`src/rtl/vhz_defines.svh`:
```
`ifndef VHZ_DEFINES_SVH
`define VHZ_DEFINES_SVH

// voltages in 0.1 V, frequencies in 0.01 Hz, fractions in whole percent
`define VHZ_START_V_DEF   16'h0032
`define VHZ_START_V_MAX   16'h03E8
`define VHZ_BOOST_V_DEF   9'sh00A
`define VHZ_BOOST_V_MIN   (-9'sh064)
`define VHZ_BOOST_V_MAX   9'sh0C8
`define VHZ_BOOST_F_DEF   7'h14
`define VHZ_BOOST_F_MAX   7'h64
`define VHZ_END_V_DEF     16'h0FA0
`define VHZ_END_V_MIN     16'h0258
`define VHZ_END_V_MAX     16'h15E0
`define VHZ_END_F_DEF     16'h1388
`define VHZ_END_F_MAX     16'hE9FC
`define VHZ_LOW_F_DEF     16'h0000
`define VHZ_HIGH_F_DEF    16'h1388
`define VHZ_PRE_DEF       8'h64
`define VHZ_PRE_MAX       8'hC8
`define VHZ_PERCENT       32'h0000_0064
`define VHZ_SQRT3_MUL     32'h0000_6EDA
`define VHZ_SQRT3_SHIFT   14
`define VHZ_DIV_STEPS     6'h20

`endif

```
`src/rtl/vhz_pkg.sv`:
```
package vhz_pkg;

	typedef enum logic [2:0] {
		VHZ_IDLE,
		VHZ_FK,
		VHZ_VLIN,
		VHZ_VK,
		VHZ_SEG,
		VHZ_PRE
	} vhz_state_e;

	typedef struct packed {
		logic        busy;
		logic        done;
		logic [5:0]  count;
		logic [32:0] rem;
		logic [31:0] quo;
		logic [31:0] den;
		logic [31:0] result;
	} vhz_div_s;

	typedef struct packed {
		vhz_state_e         st;
		logic [15:0]        start_v;
		logic signed [8:0]  boost_v_pct;
		logic [6:0]         boost_f_pct;
		logic [15:0]        end_v;
		logic [15:0]        end_f;
		logic [15:0]        low_f;
		logic [15:0]        high_f;
		logic [7:0]         pre_pct;
		logic [15:0]        f_work;
		logic [15:0]        f_k;
		logic [15:0]        v_k;
		logic signed [31:0] acc;
		logic               div_go;
		logic [31:0]        div_num;
		logic [31:0]        div_den;
		logic               div_neg;
		logic [15:0]        volt;
		logic               valid;
	} vhz_state_s;

endpackage

```
`src/rtl/vhz_setpoint.sv`:
```
`timescale 1ns/1ps
`include "vhz_defines.svh"

module vhz_setpoint
(
	// clock and reset
	input  wire logic               ref_clk,
	input  wire logic               rst,
	// settings, taken on cfg_load
	input  wire logic               cfg_load,
	input  wire logic [15:0]        start_voltage,
	input  wire logic signed [8:0]  boost_voltage_fraction,
	input  wire logic [6:0]         boost_frequency_fraction,
	input  wire logic [15:0]        end_voltage,
	input  wire logic [15:0]        end_frequency,
	input  wire logic [15:0]        lowest_frequency,
	input  wire logic [15:0]        highest_frequency,
	input  wire logic [7:0]         precontrol_scale,
	// motor rating, taken on rating_load when cfg_load is low
	input  wire logic               rating_load,
	input  wire logic [15:0]        rated_voltage,
	input  wire logic [15:0]        rated_frequency,
	input  wire logic               rated_delta,
	// control cycle
	input  wire logic               cycle_start,
	input  wire logic [15:0]        frequency_in,
	input  wire logic signed [15:0] precontrol_in,
	// result
	output logic [15:0]             voltage_out,
	output logic                    voltage_valid,
	output logic                    busy
);
	import vhz_pkg::*;

	vhz_state_s st_reg;
	vhz_state_s st_next;
	logic        div_done;
	logic [31:0] div_q;

	vhz_udiv u_div
	(
		.ref_clk  (ref_clk),
		.rst      (rst),
		.go       (st_reg.div_go),
		.num      (st_reg.div_num),
		.den      (st_reg.div_den),
		.done     (div_done),
		.quotient (div_q)
	);

	function automatic logic [15:0] clamp16(input logic [31:0] v, input logic [15:0] lo,
		input logic [15:0] hi);
		if (v < {16'h0000, lo})
			return lo;
		else if (v > {16'h0000, hi})
			return hi;
		else
			return v[15:0];
	endfunction

	always_comb
	begin
		logic signed [31:0] q_signed;
		logic signed [31:0] diff;
		logic signed [31:0] sum;
		logic [31:0]        delta_f;
		q_signed = st_reg.div_neg ? -$signed(div_q) : $signed(div_q);
		diff     = 32'sh0000_0000;
		sum      = 32'sh0000_0000;
		delta_f  = 32'h0000_0000;
		st_next  = st_reg;
		st_next.div_go = 1'b0;
		st_next.valid  = 1'b0;

		if (cfg_load)
		begin
			st_next.start_v = clamp16({16'h0000, start_voltage}, 16'h0000,
				`VHZ_START_V_MAX);
			if (boost_voltage_fraction < `VHZ_BOOST_V_MIN)
				st_next.boost_v_pct = `VHZ_BOOST_V_MIN;
			else if (boost_voltage_fraction > `VHZ_BOOST_V_MAX)
				st_next.boost_v_pct = `VHZ_BOOST_V_MAX;
			else
				st_next.boost_v_pct = boost_voltage_fraction;
			st_next.boost_f_pct = (boost_frequency_fraction > `VHZ_BOOST_F_MAX)
				? `VHZ_BOOST_F_MAX : boost_frequency_fraction;
			st_next.end_v  = clamp16({16'h0000, end_voltage}, `VHZ_END_V_MIN,
				`VHZ_END_V_MAX);
			st_next.end_f  = clamp16({16'h0000, end_frequency}, 16'h0000,
				`VHZ_END_F_MAX);
			st_next.low_f  = lowest_frequency;
			st_next.high_f = highest_frequency;
			st_next.pre_pct = (precontrol_scale > `VHZ_PRE_MAX) ? `VHZ_PRE_MAX
				: precontrol_scale;
		end
		else if (rating_load)
		begin
			st_next.end_v = clamp16({16'h0000, rated_voltage}, `VHZ_END_V_MIN,
				`VHZ_END_V_MAX);
			if (rated_delta)
				delta_f = ({16'h0000, rated_frequency} * `VHZ_SQRT3_MUL)
					>> `VHZ_SQRT3_SHIFT;
			else
				delta_f = {16'h0000, rated_frequency};
			st_next.end_f = clamp16(delta_f, 16'h0000, `VHZ_END_F_MAX);
		end

		unique case (st_reg.st)
			VHZ_IDLE:
			begin
				if (cycle_start)
				begin
					if (frequency_in > st_reg.high_f)
						st_next.f_work = st_reg.high_f;
					else if (frequency_in < st_reg.low_f)
						st_next.f_work = st_reg.low_f;
					else
						st_next.f_work = frequency_in;
					st_next.div_num = {16'h0000, st_reg.end_f} * {25'h0000000,
						st_reg.boost_f_pct};
					st_next.div_den = `VHZ_PERCENT;
					st_next.div_neg = 1'b0;
					st_next.div_go  = 1'b1;
					st_next.st      = VHZ_FK;
				end
			end
			VHZ_FK:
			begin
				if (div_done)
				begin
					st_next.f_k = div_q[15:0];
					diff = $signed({16'h0000, st_reg.end_v}) - $signed({16'h0000,
						st_reg.start_v});
					st_next.div_neg = diff < 0;
					st_next.div_num = ((diff < 0) ? -diff : diff) * $signed({16'h0000,
						div_q[15:0]});
					st_next.div_den = {16'h0000, st_reg.end_f};
					st_next.div_go  = 1'b1;
					st_next.st      = VHZ_VLIN;
				end
			end
			VHZ_VLIN:
			begin
				if (div_done)
				begin
					sum = q_signed + $signed({16'h0000, st_reg.start_v});
					st_next.div_num = 32'(sum) * 32'(32'sh0000_0064 + 32'(st_reg.boost_v_pct));
					st_next.div_den = `VHZ_PERCENT;
					st_next.div_neg = 1'b0;
					st_next.div_go  = 1'b1;
					st_next.st      = VHZ_VK;
				end
			end
			VHZ_VK:
			begin
				if (div_done)
				begin
					st_next.v_k = clamp16(div_q, 16'h0000, 16'hFFFF);
					st_next.div_go = 1'b1;
					if (st_reg.f_work >= st_reg.end_f)
					begin
						st_next.acc     = $signed({16'h0000, st_reg.end_v});
						st_next.div_neg = precontrol_in < 0;
						st_next.div_num = 32'(((precontrol_in < 0) ? -32'(precontrol_in)
							: 32'(precontrol_in)) * $signed({24'h000000,
							st_reg.pre_pct}));
						st_next.div_den = `VHZ_PERCENT;
						st_next.st      = VHZ_PRE;
					end
					else if (st_reg.f_work >= st_reg.f_k)
					begin
						st_next.acc = $signed({16'h0000, st_next.v_k});
						diff = $signed({16'h0000, st_reg.end_v}) - st_next.acc;
						st_next.div_neg = diff < 0;
						st_next.div_num = ((diff < 0) ? -diff : diff)
							* $signed({16'h0000, st_reg.f_work - st_reg.f_k});
						st_next.div_den = {16'h0000, st_reg.end_f - st_reg.f_k};
						st_next.st      = VHZ_SEG;
					end
					else
					begin
						st_next.acc = $signed({16'h0000, st_reg.start_v});
						diff = $signed({16'h0000, st_next.v_k}) - st_next.acc;
						st_next.div_neg = diff < 0;
						st_next.div_num = ((diff < 0) ? -diff : diff)
							* $signed({16'h0000, st_reg.f_work});
						st_next.div_den = {16'h0000, st_reg.f_k};
						st_next.st      = VHZ_SEG;
					end
				end
			end
			VHZ_SEG:
			begin
				if (div_done)
				begin
					st_next.acc     = st_reg.acc + q_signed;
					st_next.div_neg = precontrol_in < 0;
					st_next.div_num = 32'(((precontrol_in < 0) ? -32'(precontrol_in)
						: 32'(precontrol_in)) * $signed({24'h000000, st_reg.pre_pct}));
					st_next.div_den = `VHZ_PERCENT;
					st_next.div_go  = 1'b1;
					st_next.st      = VHZ_PRE;
				end
			end
			VHZ_PRE:
			begin
				if (div_done)
				begin
					sum = st_reg.acc + q_signed;
					if (sum < 0)
						st_next.volt = 16'h0000;
					else
						st_next.volt = clamp16(32'(sum), 16'h0000, 16'hFFFF);
					st_next.valid = 1'b1;
					st_next.st    = VHZ_IDLE;
				end
			end
		endcase
	end

	always_ff @(posedge ref_clk)
	begin
		if (rst)
		begin
			st_reg             <= '0;
			st_reg.st          <= VHZ_IDLE;
			st_reg.start_v     <= `VHZ_START_V_DEF;
			st_reg.boost_v_pct <= `VHZ_BOOST_V_DEF;
			st_reg.boost_f_pct <= `VHZ_BOOST_F_DEF;
			st_reg.end_v       <= `VHZ_END_V_DEF;
			st_reg.end_f       <= `VHZ_END_F_DEF;
			st_reg.low_f       <= `VHZ_LOW_F_DEF;
			st_reg.high_f      <= `VHZ_HIGH_F_DEF;
			st_reg.pre_pct     <= `VHZ_PRE_DEF;
		end
		else
			st_reg <= st_next;
	end

	assign voltage_out   = st_reg.volt;
	assign voltage_valid = st_reg.valid;
	assign busy          = (st_reg.st != VHZ_IDLE);

endmodule // vhz_setpoint

```
`src/rtl/vhz_udiv.sv`:
```
`timescale 1ns/1ps
`include "vhz_defines.svh"

// unsigned restoring divider, one quotient bit per clock; divide by zero gives zero
module vhz_udiv
(
	// clock and reset
	input  wire logic        ref_clk,
	input  wire logic        rst,
	// request
	input  wire logic        go,
	input  wire logic [31:0] num,
	input  wire logic [31:0] den,
	// answer
	output logic             done,
	output logic [31:0]      quotient
);
	import vhz_pkg::*;

	vhz_div_s div_reg;
	vhz_div_s div_next;

	always_comb
	begin
		logic [32:0] trial;
		trial    = 33'h0_0000_0000;
		div_next = div_reg;
		div_next.done = 1'b0;
		if (go)
		begin
			div_next.busy  = 1'b1;
			div_next.count = `VHZ_DIV_STEPS;
			div_next.rem   = 33'h0_0000_0000;
			div_next.quo   = num;
			div_next.den   = den;
		end
		else if (div_reg.busy)
		begin
			trial = {div_reg.rem[31:0], div_reg.quo[31]};
			if (trial >= {1'b0, div_reg.den})
			begin
				div_next.rem = trial - {1'b0, div_reg.den};
				div_next.quo = {div_reg.quo[30:0], 1'b1};
			end
			else
			begin
				div_next.rem = trial;
				div_next.quo = {div_reg.quo[30:0], 1'b0};
			end
			div_next.count = div_reg.count - 6'h01;
			if (div_reg.count == 6'h01)
			begin
				div_next.busy   = 1'b0;
				div_next.done   = 1'b1;
				div_next.result = (div_reg.den == 32'h0000_0000) ? 32'h0000_0000
					: div_next.quo;
			end
		end
	end

	always_ff @(posedge ref_clk)
	begin
		if (rst)
			div_reg <= '0;
		else
			div_reg <= div_next;
	end

	assign done     = div_reg.done;
	assign quotient = div_reg.result;

endmodule // vhz_udiv

```
`config.mk`:
```
export PLATFORM = sky130hd
export DESIGN_NAME = vhz_setpoint
export DESIGN_NICKNAME = d
export VERILOG_FILES = /design/src/rtl/vhz_pkg.sv /design/src/rtl/vhz_setpoint.sv /design/src/rtl/vhz_udiv.sv
export VERILOG_INCLUDE_DIRS = /design/src /design/src/rtl
export SDC_FILE = /design/constraint.sdc
export NUM_CORES = 2
export LEC_CHECK = 0
export BUFFER_PORTS_ARGS = -buffer_cell sky130_fd_sc_hd__buf_2
export CAP_MARGIN = 20
export CORE_MARGIN = 1.5
export CORE_UTILIZATION = 30
export CTS_CLUSTER_SIZE = 28
export DETAILED_ROUTE_END_ITERATION = 8
export GPL_TIMING_DRIVEN = 0
export HOLD_SLACK_MARGIN = 0.02
export PLACE_DENSITY = 0.54
export SLEW_MARGIN = 10
export SYNTH_ARGS = -nofsm -noshare
export SYNTH_HDL_FRONTEND = slang
export SYNTH_HIERARCHICAL = 1
export SYNTH_SLANG_ARGS = --single-unit
export TNS_END_PERCENT = 20
```
`constraint.sdc`:
```
create_clock -name ref_clk -period 13 [get_ports ref_clk]
set_input_delay 0 -clock ref_clk [delete_from_list [all_inputs] [get_ports ref_clk]]
set_output_delay 0 -clock ref_clk [all_outputs]
set_load 0.005 [all_outputs]
```
# Yosys cells after proc, flatten, opt, wreduce, memory -nomap -nowiden
# Index checks and enable logic that the tools add are counted.
# Widths: inputs -> output; s select.
classes:
  n_mux: 57
  mul: 7
  add_sub_neg: 15
  n_reduce_logical: 17
  eq_ne: 12
  order_cmp: 26
  bitwise_logic: 3
ops:
  columns: ["operator", "n"]
  rows:
  - ["$pmux 66 s5", 1]
  - ["$mux 32", 10]
  - ["$mux 16", 19]
  - ["$mux 66", 3]
  - ["$mux 98", 2]
  - ["$mux 65", 3]
  - ["$lt 32x1->1 const B", 4]
  - ["$gt 32x16->1 const B", 3]
  - ["$mul 32x17->32", 3]
  - ["$neg 17->32", 3]
  - ["$mux 73", 1]
  - ["$mux 71", 1]
  - ["$pmux 32 s2", 1]
  - ["$lt 17x1->1 const B", 3]
  - ["$sub 16x16->17", 3]
  - ["$ge 33x32->1", 1]
  - ["$sub 33x32->33", 1]
  - ["$add 32x17->32", 1]
  - ["$add 32x32->32", 1]
  - ["$ge 16x16->1", 2]
  - ["$gt 16x13->1 const B", 2]
  - ["$logic_not 32->1", 1]
  - ["$lt 16x10->1 const B", 2]
  - ["$mul 32x10->32", 1]
  - ["41 further kinds", 65]
word_totals:
  wordCells: 163
  input_bits: 174
  output_inout_bits: 18
  regBits: 391

# Longest topological paths before layout
depth:
  ltp_word: 13
  depth_mapped: 52
  depth_no_buf: 46

# By module
# The synthesis kept the hierarchy.
modules_own_cells:
  columns: ["mod", "area_per_inst_um2", "n_inst", "cells_per_inst", "seq_area_each_um2"]
  rows:
  - ["vhz_setpoint", 75443.6, 1, 8839, 4764.6]
  - ["vhz_udiv", 7743.7, 1, 937, 2722.6]

# Worst setup path before layout
# No wires, ideal clock.
synth_timing:
  path_type: "flip-flop to flip-flop"
  start: "register u_div.div_reg (netlist bit u_div/quotient[19])"
  end: "register st_reg[80] (netlist name)"
  required_time_ps: 12919
  setup_slack_ps: 1880
  stages_incl_launch_ff: 50
  synth_period_minus_slack_ps: 11120
  setup_time_ps: 81
  t_arrival_ps: 11039
  n_path_buf: 5
  cell_sequence: "dfxtp_1 buf_4 nor4_1 nand3_1 or3_1 or4_1 clkbuf_1 clkbuf_1 nor2_1 ha_1 inv_1 fa_1 a21o_1 a21o_1 a21oi_1 o21ai_0 a41oi_1 a21oi_1 [14 not listed] inv_1 fa_1 inv_1 ha_1 a21o_1 a21o_1 a21o_1 a21oi_1 o221ai_1 a41oi_1 a211o_1 o21bai_1 a221oi_1 o21bai_1 a21oi_1 xor2_1 or2_2 a41oi_1"
synth_via:
  elab_chain_cells: 13
  elab_cells_between_ends: 25
  cone_classes: "6 x add/sub; 3 x mul; 4 x order compare; 12 x mux"
synth_rtl:
  columns: ["element", "line", "source"]
  rows:
  - ["start: declaration", "vhz_udiv.sv:20", "vhz_div_s div_reg;"]
  - ["start signal: assignment", "vhz_udiv.sv:66", "div_reg <= div_next;"]
  - ["$gt 32x16->1", "vhz_setpoint.sv:55", "else if (v > {16'h0000, hi})"]
  - ["$mux 16", "vhz_setpoint.sv:55", null]
  - ["$mux 16", "vhz_setpoint.sv:53", "if (v < {16'h0000, lo})"]
  - ["$mux 16", "vhz_setpoint.sv:156", "if (div_done)"]
  - ["$mux 16", "vhz_setpoint.sv:108", "unique case (st_reg.st)"]
  - ["$sub 16x16->17 (on tied branches)", "vhz_setpoint.sv:183, vhz_setpoint.sv:173", null]
  - ["$neg 17->32 (tied with other cells)", "vhz_setpoint.sv:185", "st_next.div_num = ((diff < 0) ? -diff : diff)"]
  - ["$mux 32 (on tied branches)", "vhz_setpoint.sv:185, vhz_setpoint.sv:175", null]
  - ["$mul 32x17->32 (on tied branches)", "vhz_setpoint.sv:186, vhz_setpoint.sv:176", null]
  - ["$mux 65", "vhz_setpoint.sv:170", "else if (st_reg.f_work >= st_reg.f_k)"]
  - ["$mux 65", "vhz_setpoint.sv:160", "if (st_reg.f_work >= st_reg.end_f)"]
  - ["$mux 98", "vhz_setpoint.sv:156", null]
  - ["$pmux 66 s5 *", "vhz_setpoint.sv:108", null]
  - ["end signal: assignment", "vhz_setpoint.sv:237", "st_reg <= st_next;"]
  - ["end: declaration", "vhz_setpoint.sv:35", "vhz_state_s st_reg;"]
# Every way passes the cells marked *; elsewhere a longest branch is shown, timed or not. The select of a mux whose other input is x is not followed.
# A chain may end at the register's enable or synchronous reset.

# Worst setup path after layout
layout_timing:
  start: "register u_div.div_reg (netlist bit u_div/quotient[0])"
  end: "register st_reg[78] (netlist name)"
# The elaborated chain is that of the path after synthesis.

==> impl_metrics.csv <==
group,metric,value,unit
status,status,"completed",
yosys,syn-cell-area,83200,um2
drt,drcViolationCount,0,
drt,wirelength,299,mm
timing,worstMarginPinSlew,1.28,ns
yosys,yosysUniqueCellTypes,114,
floorplan,ios,192,
timing,finalCritPeriodShare,97.6,%
critical_path,reg2reg_from,"u_div/quotient[0]",
yosys,muxShareOfSynthArea,1.74,%
cells_and_area,area_growth,13.8,%
timing,clock_skew,0.0401,ns
drt,drt-pass1-iter-count,8,
yosys,ys_async_sr_fraction,0,%
floorplan,core_area,276000,um2
place,gp_congestion,0.978,
clock_tree,cts_buffers,44,
critical_path,path_max_fanout,10,
critical_path,worstSetupStartpoint,"u_div/quotient[0]",
critical_path,cp_slowest_stage_delay,0.84,ns
drt,vias_per_cell,4.88,
timing,setup_viol,0,
cells_and_area,utilization,34.3,%
grt,grt_pass1_vias,70930,
critical_path,start_kind,"flip-flop",
critical_path,r2r_cells,36,
critical_path,worstPathArrival,13.20,ns
cells_and_area,stdcell_area,94700,um2
critical_path,end_kind,"flip-flop",
yosys,synth.avg_cell_area,8.51,um2
yosys,yosysSeqAreaShare,9.00,%
floorplan,die_w,530,um
timing,slew_viol_final,0,
yosys,yosysWarnings,6,
grt,grt_antenna_before_repair,28,
place,dpl.hpwl,254,mm
critical_path,worstSetupPathType,"flip-flop to flip-flop",
floorplan,rows,193,
clock_tree,clock-sinks,374,
clock_tree,root_buffer,"clkbuf_16",
grt,grt_pass1_wl,446,mm
drt,vias,70223,
drt,routedWlPerCell,20.8,um
critical_path,cpMostUsedCell,"fa_1",
critical_path,reg2reg_to,"st_reg[78]",
yosys,synth_flop_cell,"dfxtp_1",
grt,grt.overflow.total,0,
floorplan,start_util,30.1,%
critical_path,slowest_stage,"clkbuf_1",
timing,fin_crit,12.69,ns
yosys,synth_xor_area_share,4.91,%
clock_tree,clk_path_buf_depth,3,
yosys,synth.area.top_cells,"fa_1, ha_1, dfxtp_1",
cells_and_area,stdcell_count,14376,
yosys,syn_inst,9776,
cells_and_area,drive_above_1_share,5.45,%
place,dp_cells,14113,
floorplan,die_h,530,um
drt,drt_iter0_markers,5484,
job,max_cap_violations,0,
clock_tree,clock_latency,0.64,ns
timing,finalHoldViolCount,0,
clock_tree,tritoncts,"yes",
grt,grt_usage,21.2,%
yosys,yosysTopAreaCell,"fa_1",
critical_path,r2r_slack,0.31,ns
cells_and_area,largest_reg_flops,221,
clock_tree,h-tree-depth,2,
cells_and_area,final_nets,12991,
floorplan,fp.dieArea,280000,um2
timing,clock.fmax,78.8,MHz
hold_path,hold_path.class,"input pin to flip-flop",
yosys,synth-adder-area-share,45.9,%
yosys,synth-simple-area-share,15.6,%
place,port_buffers,189,
yosys,synth_top_family_by_area,"adder cells",
place,placed_area,90600,um2
timing,fin_ws,0.313,ns
drt,final_antenna_net_count,0,
yosys,synth-seq-cells,374,
critical_path,crit_path_end,"st_reg[78]",
place,place_ws,-1.84,ns
critical_path,cp.required,13.52,ns
grt,grt_max_degree,17,
yosys,synth_compound_area_share,11.9,%
timing,slew_headroom,14.0,%
yosys,synth_edf_count,0,
yosys,synth_top_area_share,34.8,%
clock_tree,clkSlewWorstSetupHoldPaths,0.07,ns
## routing by layer
metal	GRT usage, %	routed length (um)
met5	0	72
met2	34.6	136000
met1	28.1	127000
met3	2.67	20500
met4	9.12	15700
## worst min-delay path by stage
| stage | from | end | depth (start not counted) |
|---|---|---|---|
| after floorplan | boost_frequency_fraction[0] | st_reg[235] | 1 |
| after global placement | lowest_frequency[12] | st_reg[199] | 3 |
| after detailed placement | lowest_frequency[15] | st_reg[202] | 3 |
| after CTS | rst | u_div/div_reg[96] | 4 |
| after global routing | rst | u_div/div_reg[96] | 4 |
| final | rst | u_div/div_reg[96] | 4 |
## through the flow
stage	TNS, ns	hold WS [ns]
2_1_floorplan	0	0.126
3_3_place_gp	-21.85	0.237
3_5_place_dp	-16.50	0.241
4_1_cts	-0.0341	0.0281
5_1_grt	-0.0210	0.0639
6_report	0	0.0406
## synthesized netlist by cell type, types with 151 or more instances
master	instances
inv_1	1934
dfxtp_1	374
clkbuf_1	333
xor2_1	151
nor2_1	697
nand2_1	991
a21oi_1	406
fa_1	1444
xnor2_1	295
o21ai_0	297
and2_1	342
ha_1	742
## placed cells by master, fill, tap and decap left out, drive strengths merged, types with 73 or more instances in the layout
master and n:
ha 742, nor3 116, fa 1444, xor2 152
o21ai 311, a21oi 413, a22oi 73, a21o 123
clkbuf 386, nand3 86, conb 423, buf 334
mux2i 139, inv 1940, dlygate4sd3 143, nor2b 111
nand2 992, nor2 697, and2 343, dfxtp 374
nand2b 137, xnor2 300
## what timing repair did
item	4_1_cts	5_1_grt
resized for setup	96	50
endpoints found under the setup margin	17	15
buffers inserted	13	21
hold buffers	143	0
hold endpoints to repair	111	0
pin swaps	8	11
## final cells by class
cell class / count / area [um2]
multi-input combinational: 7469 / 68900
tap: 3705 / 4640
antenna: 8 / 20.0
clock inverter: 19 / 345
clock buffer: 59 / 1210
buffer: 412 / 1870
inverter: 1937 / 7270
sequential: 374 / 7490
timing repair buffer: 393 / 2910
fill: 29409 / 182000
## kinds of logic after synthesis
kind of cell | after synthesis
buf+inv | 2354
simple gates | 2749
other cells | 2
mux | 143
flops | 374
compound gates | 1513
xor+xnor | 455
fa+ha+maj | 2186
## worst max-delay path, delay by kind of cell, from the launching register on
family                     cells  cell delay [ns]
AOI/OAI and AO/OA             15             3.67
xor gates and xnor gates       3             1.88
adders and majority gates      8             3.77
and+or+nand+nor                5             0.91
buffers and inverters          5             1.96
DFF                            1             0.35
Power is not shown: default switching activity piles up to over one toggle a cycle in this logic, so the estimate is an artifact.
